`config.mk`:
```
export PLATFORM = sky130hd
export DESIGN_NAME = modem_dial_sequencer
export DESIGN_NICKNAME = d
export VERILOG_FILES = /design/src/rtl/modem_pkg.sv /design/src/rtl/modem_dial_sequencer.sv
export SDC_FILE = /design/constraint.sdc
export NUM_CORES = 2
export LEC_CHECK = 0
export BUFFER_PORTS_ARGS = -buffer_cell sky130_fd_sc_hd__buf_2
export CORE_MARGIN = 5
export CORE_UTILIZATION = 35
export CTS_CLUSTER_DIAMETER = 50
export DETAILED_ROUTE_END_ITERATION = 10
export PLACE_DENSITY = 0.51
export SLEW_MARGIN = 15
export SYNTH_ARGS = -nofsm -noshare
export SYNTH_HDL_FRONTEND = slang
export SYNTH_SLANG_ARGS = --single-unit
```
`constraint.sdc`:
```
create_clock -name CLK -period 5.3 [get_ports CLK]
set_input_delay 0.795 -clock CLK [delete_from_list [all_inputs] [get_ports CLK]]
set_output_delay 0.795 -clock CLK [all_outputs]
set_load 0.02 [all_outputs]
```
`src/rtl/modem_pkg.sv`:
```
// Constants, register map and types of the modem dial sequencer
package modem_pkg;
	// Clock and time base
	localparam int SEC_NS        = 1_000_000_000;
	localparam int CLK_PERIOD_NS = 40;
	localparam int CYC_PER_SEC   = SEC_NS / CLK_PERIOD_NS;
	localparam int RESP_TIMEOUT_S = 5;   // Wait for modem answer to a command
	localparam int HANG_TIMEOUT_S = 5;   // Wait for carrier to drop after hang-up

	// Register map, word addresses on the register port
	localparam int           ADDR_W      = 7;
	localparam logic [6:0]   CTRL_ADDR   = 7'h00;
	localparam logic [6:0]   FLAGS_ADDR  = 7'h01;
	localparam logic [6:0]   SEL_ADDR    = 7'h02;
	localparam logic [6:0]   RCNT_ADDR   = 7'h03;
	localparam logic [6:0]   RINT_ADDR   = 7'h04;
	localparam logic [6:0]   STAT_ADDR   = 7'h05;
	localparam logic [6:0]   INIT_ADDR   = 7'h20;
	localparam logic [6:0]   PHONE_ADDR  = 7'h40;

	// Character store layout
	localparam int           INIT_WORDS  = 25;
	localparam int           PHONE_WORDS = 30;
	localparam int           STORE_WORDS = INIT_WORDS + PHONE_WORDS;
	localparam logic [5:0]   INIT_BASE   = 6'h00;
	localparam logic [5:0]   PHONE_BASE  = 6'h19;
	localparam logic [5:0]   INIT_LAST   = 6'h31;  // 50 characters
	localparam logic [5:0]   PHONE_LAST  = 6'h3b;  // 60 characters

	// Reset values
	localparam logic [15:0]  RCNT_RST    = 16'h0003;
	localparam logic [15:0]  RINT_RST    = 16'h005a;

	// Status codes
	localparam logic [15:0]  ST_OFF      = 16'h0000;
	localparam logic [15:0]  ST_READY    = 16'h000a;
	localparam logic [15:0]  ST_RUN0     = 16'h0014;
	localparam logic [15:0]  ST_WAIT0    = 16'h001e;
	localparam logic [15:0]  ST_ONLINE   = 16'h0028;
	localparam logic [15:0]  ST_MULTI    = 16'h003d;
	localparam logic [15:0]  ST_ONLINE_BAD = 16'h003e;
	localparam logic [15:0]  ST_EXEC_ERR = 16'h003f;

	// Characters
	localparam logic [7:0]   CH_A  = 8'h41;
	localparam logic [7:0]   CH_T  = 8'h54;
	localparam logic [7:0]   CH_D  = 8'h44;
	localparam logic [7:0]   CH_Z  = 8'h5a;
	localparam logic [7:0]   CH_CR = 8'h0d;
	localparam logic [7:0]   CH_LF = 8'h0a;

	// Default setup string, two characters to a word, earlier one high
	localparam logic [16*INIT_WORDS-1:0] DEF_INIT =
		{"E0Q0V1&D2&C1\\V0X4&K3\\A0\\N5S0=2&W", 8'h0d, 8'h00, 128'h0};

	typedef enum logic [1:0] {STEP_INIT, STEP_RESET, STEP_DIAL, STEP_HANG} step_t;
	typedef enum logic [2:0] {S_IDLE, S_LOAD, S_SEND, S_RESP, S_DIALWAIT, S_HANG,
		S_GAP} state_t;
	typedef enum logic [1:0] {PM_AT, PM_MAINT, PM_USER} port_mode_t;
	typedef struct packed {
		logic [3:0] fail;
		logic [3:0] done;
	} result_t;
endpackage : modem_pkg

```
`src/rtl/modem_dial_sequencer.sv`:
```
// Modem originate and hang-up command sequencer with register port
`timescale 1ns/1ps
`default_nettype none

// Overview of operation
// RULE1: Simultaneous starts refused, status code 61
// RULE2: Each start runs its sequence once
// RULE3: Failed command reissued up to retry count
// RULE4: Full: setup, reset, dial; reset: reset, dial
// RULE5: Default setup string loaded on run start
// RULE6: Setup string sent with AT and LF
// RULE7: Earlier character in upper byte of word
// RULE8: Program ends each string with CR
// RULE9: Setup result flag, later step flags too
// RULE10: One setup store for every mode
// RULE11: Reset result flag, dial flag if dialed
// RULE12: Number store thirty words, sixty characters
// RULE13: Dial sent as ATD, number, LF
// RULE14: Dial retried at retry interval spacing
// RULE15: Dial succeeds only when carrier detected
// RULE16: Port protocol follows connection and selector
// RULE17: Port returns to command state after drop
// RULE18: Stopped controller forces maintenance protocol
// RULE19: Hang-up start drops terminal ready
// RULE20: Hang-up succeeds when carrier drops
// RULE21: No new command while one runs
// RULE22: Program waits a second after connecting
// RULE23: Retry count zero means no retry
// RULE24: Any start clears all result flags
// RULE25: Connected flag follows line state
// RULE26: Final failure reports execution error code
// RULE27: Start taken on rising flag edge
module modem_dial_sequencer #(
	parameter int CYC_PER_SEC    = modem_pkg::CYC_PER_SEC,
	parameter int RESP_TIMEOUT_S = modem_pkg::RESP_TIMEOUT_S,
	parameter int HANG_TIMEOUT_S = modem_pkg::HANG_TIMEOUT_S
) (
	input  wire logic                   CLK,
	input  wire logic                   RST,
	input  wire logic [6:0]             ADDR,
	input  wire logic [15:0]            WDATA,
	input  wire logic                   WR,
	input  wire logic                   RD,
	output var  logic [15:0]            RDATA,
	input  wire logic                   MODEM_EN,
	input  wire logic                   RUN,
	input  wire logic                   RESP_OK,
	input  wire logic                   RESP_ERR,
	input  wire logic                   DCD,
	output var  logic                   DTR,
	output var  logic [7:0]             TX_DATA,
	output var  logic                   TX_VALID,
	input  wire logic                   TX_READY,
	output var  modem_pkg::port_mode_t  PORT_MODE,
	output var  logic                   LINE_UP
);
	if (CYC_PER_SEC < 2 || RESP_TIMEOUT_S < 1 || HANG_TIMEOUT_S < 1 ||
			RESP_TIMEOUT_S > 65535 || HANG_TIMEOUT_S > 65535) begin : g_chk
		$error("modem_dial_sequencer: unusable timing parameters");
	end

	// Map a register port address onto the character store
	function automatic logic [6:0] store_idx(input logic [6:0] a);
		logic [6:0] r;
		r = 7'h7f;
		if (a >= modem_pkg::INIT_ADDR && a < modem_pkg::INIT_ADDR + 7'd25) begin
			r = a - modem_pkg::INIT_ADDR;
		end else if (a >= modem_pkg::PHONE_ADDR && a < modem_pkg::PHONE_ADDR + 7'd30) begin
			r = a - modem_pkg::PHONE_ADDR + 7'd25;
		end
		return r;
	endfunction : store_idx

	// Character at a point of a command: prefix, body, closing LF
	function automatic logic [7:0] char_at(input modem_pkg::step_t s, input logic [1:0] ph,
			input logic [5:0] pos, input logic [15:0] w);
		logic [7:0] c;
		c = modem_pkg::CH_LF;
		if (ph == 2'h0) begin
			c = (pos == 6'h0) ? modem_pkg::CH_A : (pos == 6'h1) ? modem_pkg::CH_T : modem_pkg::CH_D;
		end else if (ph == 2'h1) begin
			if (s == modem_pkg::STEP_RESET) begin
				c = (pos == 6'h0) ? modem_pkg::CH_Z : modem_pkg::CH_CR;
			end else begin
				c = pos[0] ? w[7:0] : w[15:8];
			end
		end
		return c;
	endfunction : char_at

	logic [15:0]          store [0:modem_pkg::STORE_WORDS-1];
	logic [3:0]           ctrl_reg;
	logic [3:0]           ctrl_prev_reg;
	logic [15:0]          sel_reg;
	logic [15:0]          rcnt_reg;
	logic [15:0]          rint_reg;
	logic [15:0]          status_reg;
	modem_pkg::result_t   result_reg;
	modem_pkg::state_t    state_reg;
	modem_pkg::step_t     step_reg;
	modem_pkg::step_t     last_reg;
	logic [1:0]           phase_reg;
	logic [5:0]           pos_reg;
	logic [15:0]          attempt_reg;
	logic                 line_reg;
	logic                 run_prev_reg;
	logic                 dcd_meta_reg;
	logic                 dcd_reg;
	logic [31:0]          pre_reg;
	logic [15:0]          sec_reg;
	logic [3:0]           rise;
	logic [2:0]           nrise;
	logic [5:0]           widx;
	logic [7:0]           cur_char;
	logic                 tmr_clr;
	logic                 ok_ev;
	logic                 fail_ev;
	logic [6:0]           bus_idx;

	////////////////////////////////////////////////////////////////////////////////
	// Carrier detect pin into the clock domain
	always_ff @(posedge CLK) begin
		if (RST) begin
			dcd_meta_reg <= 1'b0;
			dcd_reg      <= 1'b0;
		end else begin
			dcd_meta_reg <= DCD;
			dcd_reg      <= dcd_meta_reg;
		end
	end

	// Seconds timer, restarted whenever no wait is running
	assign tmr_clr = !(state_reg inside {modem_pkg::S_RESP, modem_pkg::S_DIALWAIT,
		modem_pkg::S_HANG});
	always_ff @(posedge CLK) begin
		if (RST || tmr_clr) begin
			pre_reg <= 32'h0;
			sec_reg <= 16'h0;
		end else if (pre_reg == 32'(CYC_PER_SEC - 1)) begin
			pre_reg <= 32'h0;
			if (sec_reg != 16'hffff) begin
				sec_reg <= sec_reg + 16'h1;
			end
		end else begin
			pre_reg <= pre_reg + 32'h1;
		end
	end

	////////////////////////////////////////////////////////////////////////////////
	// Register writes and start flags; retry count and interval defaults on each run start
	assign bus_idx = store_idx(ADDR);
	always_ff @(posedge CLK) begin
		if (RST) begin
			ctrl_reg     <= 4'h0;
			sel_reg      <= 16'h0;
			rcnt_reg     <= modem_pkg::RCNT_RST;
			rint_reg     <= modem_pkg::RINT_RST;
			run_prev_reg <= 1'b0;
		end else begin
			run_prev_reg <= RUN;
			if (RUN && !run_prev_reg) begin
				rcnt_reg <= modem_pkg::RCNT_RST;
				rint_reg <= modem_pkg::RINT_RST;
			end
			if (WR && ADDR == modem_pkg::CTRL_ADDR) begin
				ctrl_reg <= WDATA[3:0];
			end
			if (WR && ADDR == modem_pkg::SEL_ADDR) begin
				sel_reg <= WDATA;
			end
			if (WR && ADDR == modem_pkg::RCNT_ADDR) begin
				rcnt_reg <= WDATA;
			end
			if (WR && ADDR == modem_pkg::RINT_ADDR) begin
				rint_reg <= WDATA;
			end
		end
	end

	// Character stores, two characters a word
	always_ff @(posedge CLK) begin
		if (RST) begin
			for (int i = 0; i < modem_pkg::STORE_WORDS; i++) begin
				store[i] <= 16'h0;
			end
		end else if (MODEM_EN && RUN && !run_prev_reg) begin
			for (int i = 0; i < modem_pkg::INIT_WORDS; i++) begin
				store[i] <= modem_pkg::DEF_INIT[16*(24-i) +: 16];  // [RULE5] [RULE7]
			end
		end else if (WR && bus_idx != 7'h7f) begin
			store[bus_idx[5:0]] <= WDATA;
		end
	end

	// Read data, one cycle after the read strobe; unmapped reads give zero
	always_ff @(posedge CLK) begin
		if (RST) begin
			RDATA <= 16'h0;
		end else if (RD) begin
			case (ADDR)
				modem_pkg::CTRL_ADDR:  RDATA <= {12'h0, ctrl_reg};
				modem_pkg::FLAGS_ADDR: RDATA <= {6'h0, state_reg != modem_pkg::S_IDLE,
					line_reg, result_reg};
				modem_pkg::SEL_ADDR:   RDATA <= sel_reg;
				modem_pkg::RCNT_ADDR:  RDATA <= rcnt_reg;
				modem_pkg::RINT_ADDR:  RDATA <= rint_reg;
				modem_pkg::STAT_ADDR:  RDATA <= MODEM_EN ? status_reg : modem_pkg::ST_OFF;
				default:               RDATA <= (bus_idx != 7'h7f) ? store[bus_idx[5:0]] : 16'h0;
			endcase
		end
	end

	////////////////////////////////////////////////////////////////////////////////
	// Start edges, outgoing character and end of each wait
	assign rise  = ctrl_reg & ~ctrl_prev_reg;  // [RULE27]
	assign nrise = 3'(rise[0]) + 3'(rise[1]) + 3'(rise[2]) + 3'(rise[3]);
	assign widx  = ((step_reg == modem_pkg::STEP_DIAL) ? modem_pkg::PHONE_BASE :
		modem_pkg::INIT_BASE) + {1'b0, pos_reg[5:1]};  // [RULE10]
	assign cur_char = char_at(step_reg, phase_reg, pos_reg, store[widx]);  // [RULE6] [RULE13]
	assign ok_ev = (state_reg == modem_pkg::S_RESP && RESP_OK) ||
		(state_reg == modem_pkg::S_DIALWAIT && dcd_reg) ||  // [RULE15]
		(state_reg == modem_pkg::S_HANG && !dcd_reg);  // [RULE20]
	assign fail_ev = !ok_ev && (
		(state_reg == modem_pkg::S_RESP && (RESP_ERR || sec_reg >= 16'(RESP_TIMEOUT_S))) ||
		(state_reg == modem_pkg::S_DIALWAIT &&
			sec_reg >= ((rint_reg == 16'h0) ? 16'h1 : rint_reg)) ||  // [RULE14]
		(state_reg == modem_pkg::S_HANG && sec_reg >= 16'(HANG_TIMEOUT_S)));

	// Command sequencer
	always_ff @(posedge CLK) begin
		if (RST) begin
			state_reg     <= modem_pkg::S_IDLE;
			step_reg      <= modem_pkg::STEP_INIT;
			last_reg      <= modem_pkg::STEP_DIAL;
			phase_reg     <= 2'h0;
			pos_reg       <= 6'h0;
			attempt_reg   <= 16'h0;
			ctrl_prev_reg <= 4'h0;
			result_reg    <= '0;
			status_reg    <= modem_pkg::ST_READY;
			line_reg      <= 1'b0;
			DTR           <= 1'b1;
			TX_DATA       <= 8'h0;
			TX_VALID      <= 1'b0;
		end else begin
			ctrl_prev_reg <= ctrl_reg;
			case (state_reg)
				modem_pkg::S_IDLE: begin
					if (MODEM_EN && rise != 4'h0) begin  // [RULE21]
						result_reg  <= '0;  // [RULE24]
						attempt_reg <= 16'h0;
						phase_reg   <= 2'h0;
						pos_reg     <= 6'h0;
						if (nrise > 3'h1) begin
							status_reg <= modem_pkg::ST_MULTI;  // [RULE1]
						end else if (line_reg && !rise[3]) begin
							status_reg <= modem_pkg::ST_ONLINE_BAD;
						end else if (rise[3]) begin
							step_reg   <= modem_pkg::STEP_HANG;
							last_reg   <= modem_pkg::STEP_HANG;
							DTR        <= 1'b0;  // [RULE19]
							state_reg  <= modem_pkg::S_HANG;
							status_reg <= modem_pkg::ST_RUN0 + 16'h3;
						end else begin
							// Sequence begins at the first step of the chosen start
							step_reg   <= rise[0] ? modem_pkg::STEP_INIT :
								rise[1] ? modem_pkg::STEP_RESET : modem_pkg::STEP_DIAL;  // [RULE4]
							last_reg   <= modem_pkg::STEP_DIAL;
							state_reg  <= modem_pkg::S_LOAD;  // [RULE2]
							status_reg <= modem_pkg::ST_RUN0 + {14'h0, rise[2], rise[1]};
						end
					end else if (line_reg && !dcd_reg) begin
						line_reg   <= 1'b0;  // [RULE25]
						status_reg <= modem_pkg::ST_READY;
					end
				end
				modem_pkg::S_LOAD: begin
					TX_DATA   <= cur_char;
					TX_VALID  <= 1'b1;
					state_reg <= modem_pkg::S_SEND;
				end
				modem_pkg::S_SEND: begin
					if (TX_READY) begin
						TX_VALID  <= 1'b0;
						state_reg <= modem_pkg::S_LOAD;
						pos_reg   <= pos_reg + 6'h1;
						if (phase_reg == 2'h0) begin
							if (pos_reg == ((step_reg == modem_pkg::STEP_DIAL) ? 6'h2 : 6'h1)) begin
								phase_reg <= 2'h1;
								pos_reg   <= 6'h0;
							end
						end else if (phase_reg == 2'h1) begin
							// Body ends at CR or at the end of its store
							if (TX_DATA == modem_pkg::CH_CR || pos_reg == ((step_reg ==
									modem_pkg::STEP_DIAL) ? modem_pkg::PHONE_LAST :
									modem_pkg::INIT_LAST)) begin  // [RULE8] [RULE12]
								phase_reg <= 2'h2;
							end
						end else begin
							state_reg <= (step_reg == modem_pkg::STEP_DIAL) ?
								modem_pkg::S_DIALWAIT : modem_pkg::S_RESP;
						end
					end
				end
				modem_pkg::S_GAP: begin
					phase_reg  <= 2'h0;
					pos_reg    <= 6'h0;
					status_reg <= modem_pkg::ST_RUN0 + {14'h0, step_reg};
					state_reg  <= (step_reg == modem_pkg::STEP_HANG) ? modem_pkg::S_HANG :
						modem_pkg::S_LOAD;
				end
				default: begin
					// Waiting for the modem's answer, carrier, or carrier loss
					if (ok_ev) begin
						result_reg.done[step_reg] <= 1'b1;  // [RULE9] [RULE11]
						if (step_reg == last_reg) begin
							state_reg <= modem_pkg::S_IDLE;
							if (step_reg == modem_pkg::STEP_DIAL) begin
								line_reg   <= 1'b1;  // [RULE25]
								status_reg <= modem_pkg::ST_ONLINE;
							end else begin
								line_reg   <= 1'b0;  // [RULE17]
								DTR        <= 1'b1;
								status_reg <= modem_pkg::ST_READY;
							end
						end else begin
							step_reg    <= modem_pkg::step_t'(step_reg + 2'h1);  // [RULE4]
							attempt_reg <= 16'h0;
							phase_reg   <= 2'h0;
							pos_reg     <= 6'h0;
							state_reg   <= modem_pkg::S_LOAD;
							status_reg  <= modem_pkg::ST_RUN0 + {14'h0, step_reg} + 16'h1;
						end
					end else if (fail_ev) begin
						if (attempt_reg < rcnt_reg) begin  // [RULE3] [RULE23]
							attempt_reg <= attempt_reg + 16'h1;
							state_reg   <= modem_pkg::S_GAP;
							status_reg  <= modem_pkg::ST_WAIT0 + {14'h0, step_reg};
						end else begin
							result_reg.fail[step_reg] <= 1'b1;
							status_reg <= modem_pkg::ST_EXEC_ERR;  // [RULE26]
							state_reg  <= modem_pkg::S_IDLE;
							DTR        <= 1'b1;
						end
					end
				end
			endcase
		end
	end

	////////////////////////////////////////////////////////////////////////////////
	// Port protocol after connection
	always_ff @(posedge CLK) begin
		if (RST) begin
			PORT_MODE <= modem_pkg::PM_AT;
		end else if (!line_reg) begin
			PORT_MODE <= modem_pkg::PM_AT;  // [RULE16] [RULE17]
		end else if (!RUN || sel_reg != 16'h1) begin
			PORT_MODE <= modem_pkg::PM_MAINT;  // [RULE18]
		end else begin
			PORT_MODE <= modem_pkg::PM_USER;
		end
	end

	assign LINE_UP = line_reg;
endmodule : modem_dial_sequencer

`default_nettype wire

```
==> PnR_summary.wiki <==
{| class="wikitable"
! Metric !! Value
|-
| Status || finished, final reports clean
|-
| Post-CTS Hold Fix Bufs || 0
|-
| Cell depth of the worst min-delay path || 2
|-
| Data required time of the worst path || 5980 ps
|-
| Cell area after synthesis || between 60000 and 70000 sq um
|-
| Proportion of netlist area held by the largest area contributor || 48.9%
|-
| Area of the die || approximately 190000 sq um
|-
| Pwr per Cell Area || 343 nW/um^2
|-
| Total Routed Length || 263000 um
|-
| Synthesized instance count || 5155
|-
| Global-route layer with the greatest usage || met2
|-
| Critical path start-end classification || flop to flop
|-
| Area occupied by registers || 34400 sq um
|-
| DR WL/cell || 34.1 um
|-
| Switching share of power || 27.9%
|-
| Switching power || 6.98 mW
|-
| Commonest cells in the netlist || 1024 x edfxtp_1, 787 x and2_1, 357 x nand2_1
|-
| Flip-flop count of the largest register after layout || 1024
|-
| Syn_area_per_cell || 12.2 sq um
|-
| Main area contributors after synthesis || edfxtp_1 49%, mux4_2 12%, and2_1 7.8%
|-
| Fraction of layout cells with a size suffix above 1 || 21.0%
|-
| Maximum vdd drop || approximately 0.00025 V
|-
| Setup violators final || 0
|-
| GP Congestion || 0.959
|-
| Met1 demand-to-capacity share in global routing || 36.5%
|-
| Register bit total from synthesis || approximately 1200
|-
| Yosys warnings || 0
|-
| Clock Pin Slew Worst Setup and Hold Paths || 60 ps
|-
| Share of synthesized registers carrying an async set or reset || 0%
|-
| Total Power Consumption || 25.0 mW
|-
| Endpoint with the worst hold slack || dcd_meta_reg
|-
| DRT antenna net count || 0
|-
| Total core area || 179000 sq um
|-
| Initial drt markers || 7083
|-
| Final worst-path setup slack || 510 ps
|-
| Height of the die || 434 um
|-
| Cell Area, Placed || 67300 sq um
|-
| Buffer depth of the longest clock path || 3
|-
| Hold Vio Cnt, Final || 0
|-
| Met3 usage || 6.95%
|-
| Horizontal die dimension || 434 um
|-
| Pins over their slew limit || 0
|-
| Clock tree from TritonCTS || built
|-
| Logic pwr share || 11.5%
|-
| Startpoint of the worst hold path || DCD
|-
| Number of global-route vias before repair || around 46000
|-
| Top Ports || 62
|-
| Congestion Overflow GR || 0
|-
| Total area of multi-input combinational cells || between 20000 and 30000 sq um
|-
| Sequential fraction of the synthesis area || roughly 55%
|-
| CTS H-tree depth || 4
|-
| Maximum number of pins on one net before global-route repair || between 100 and 150
|-
| Clk Latency, worst-skew pair || just over 800 ps
|-
| Number of vias per cell || slightly above 6
|-
| Fin Clk Skew || 37.0 ps
|-
| Via count of the routed design || approximately 48000
|-
| Reg power frac || 43.3%
|-
| # port buffers || 61
|-
| Worst min-delay path class || primary input to flop
|-
| Largest fanout of any net on the critical path || 24
|-
| Fin crit share || 90.4%
|-
| Half-perimeter wire length of the detailed placement result || between 150000 and 200000 um
|-
| Area growth from synthesis to layout || 16.0%
|-
| Most frequent cell after synthesis || edfxtp_1
|-
| Initial standard-cell utilization of the core || 35.2%
|-
| Cell count of the worst reg-to-reg path || 11
|-
| RR Endpoint || TX_DATA[3]
|-
| Number of filler instances in the final layout || 16600
|-
| Cell taking the most area after synthesis || edfxtp_1
|-
| First-pass GRT wire length || 367000 um
|-
| Unrepaired setup endpoints after global routing || no
|-
| Count of placed standard cells including taps || 7402
|-
| Setup Buffers After CTS || 0
|-
| Max-cap violations || 0
|-
| Tightest Pin Transition || 1260 ps
|-
| Endpoint type of the worst setup path || flop
|-
| Max-Slew Margin vs Limit || 15.9%
|-
| Sinks on the clock net || around 1200
|-
| Met2 Usage GRT || 41.5%
|-
| Worst r2r src || step_reg[0]
|-
| Accumulated negative setup slack || 0 ps
|-
| GRT Overall Usage || between 20% and 30%
|-
| Cts repair resizes || 0
|-
| Ys flop type || edfxtp_1
|-
| Clock share of power || 45.2%
|-
| CP Launch Type || flop
|-
| Number of flops mapped to enable cells by yosys || approximately 1000
|-
| Synthesized netlist net count || 5246
|-
| Initial antenna violation count || 30
|-
| Pre-Repair DR Iteration Count || 8
|-
| DRC errors left || 0
|-
| Root buf cell || clkbuf_16
|-
| Int Power || 18.0 mW
|-
| Clock buffers created by TritonCTS || 163
|-
| Min Clock Period, post-route || about 4800 ps
|-
| Flop2flop setup slack || 510 ps
|-
| Total non-filler cell area in the finished layout || 72900 sq um
|-
| Number of different library cells in the post-synthesis netlist || 86
|-
| Highest clock frequency the design can meet || roughly 0.21 GHz
|-
| Static leakage || between 20 and 30 nW
|-
| Final net count || around 5300
|-
| Arrival time of the worst setup path || about 5500 ps
|-
| Worst Setup Slack post-DPL || 68.8 ps
|-
| Final std cells w/o fill || 7720
|-
| Cell Rows || about 160
|}
power by group through the flow:
| stage | Combinational (mW) | Clock, mW | Sequential (mW) |
|---|---|---|---|
| 3_5_place_dp | 2.77 | 0 | 11.0 |
| 5_1_grt | 2.92 | 11.8 | 10.8 |
| 2_1_floorplan | 1.37 | 0 | 10.9 |
| 4_1_cts | 2.78 | 11.4 | 10.8 |
| 3_3_place_gp | 2.77 | 0 | 11.0 |
| 6_report | 2.86 | 11.3 | 10.8 |
layout by cell type (no fill, tap or decap), types with 60 or more instances in the layout:
master and n:
edfxtp_1 1024, o21ai_0 96, buf_4 271, dfxtp_1 180, a21oi_1 153, buf_2 60, nor3_1 60, a21o_1 124
nor2_1 322, o221ai_1 103, nand2_1 352, nand3_1 123, o22ai_1 212, clkbuf_16 166, mux4_2 327, and2_1 784
per-stage QoR:
step	utilization, %	hold slack (ps)
floorplan	-	414
global placement	37.7	444
detailed placement	37.7	456
CTS	40.8	163
global route	40.8	200
finish	40.8	200
layout make-up:
| class | count | area share [%] |
|---|---|---|
| clock inverters | 118 | 1.76 |
| inverters | 57 | 0.293 |
| flip-flops and latches | 1204 | 47.1 |
| multi-input cells | 3413 | 36.5 |
| diodes | 13 | 0.0446 |
| clock buffers | 187 | 5.85 |
| repair buffers | 373 | 4.36 |
| well taps | 2355 | 4.04 |
worst max path at each step:
stage | from | end | slack [ps] | depth (start not counted)
global route | step_reg[0] | TX_DATA[3] | 450 | 11
global placement | ADDR[5] | RDATA[2] | -10 | 16
finish | step_reg[0] | TX_DATA[3] | 510 | 11
CTS | step_reg[0] | TX_DATA[3] | 640 | 11
detailed placement | ADDR[5] | RDATA[2] | 70 | 16
floorplan | ADDR[5] | store[15][0] | 1060 | 13
cell families (layout without fill, tap and decap cells):
| group | count (synthesis) | in the layout | synth area share (%) |
|---|---|---|---|
| AND/OR/NAND/NOR | 1856 | 1856 | 15.5 |
| flip-flops | 1204 | 1204 | 54.7 |
| AO/OA/AOI/OAI | 1069 | 1069 | 11.8 |
| buffers and inverters | 538 | 735 | 3.60 |
| multiplexers | 372 | 372 | 12.5 |
| adder cells (fa/ha/maj) | 58 | 58 | 1.17 |
| XOR/XNOR | 58 | 58 | 0.820 |
| other | 0 | 13 | 0 |
layer usage:
metal,up-vias,routed length [um]
met5,-,42
met4,8,16000
met3,612,28000
met2,3149,116000
met1,24400,103000
li1,19800,-
critical path, cell delays in order (launching register included):
cell and delay (ps):
dfxtp_1 520, inv_1 140, ha_1 260, ha_4 520
buf_12 240, buf_12 240, mux4_2 590, mux4_2 600
mux4_2 520, nor2b_1 150, a211oi_1 680, o41ai_1 110
(Power assumes the default switching activity.)
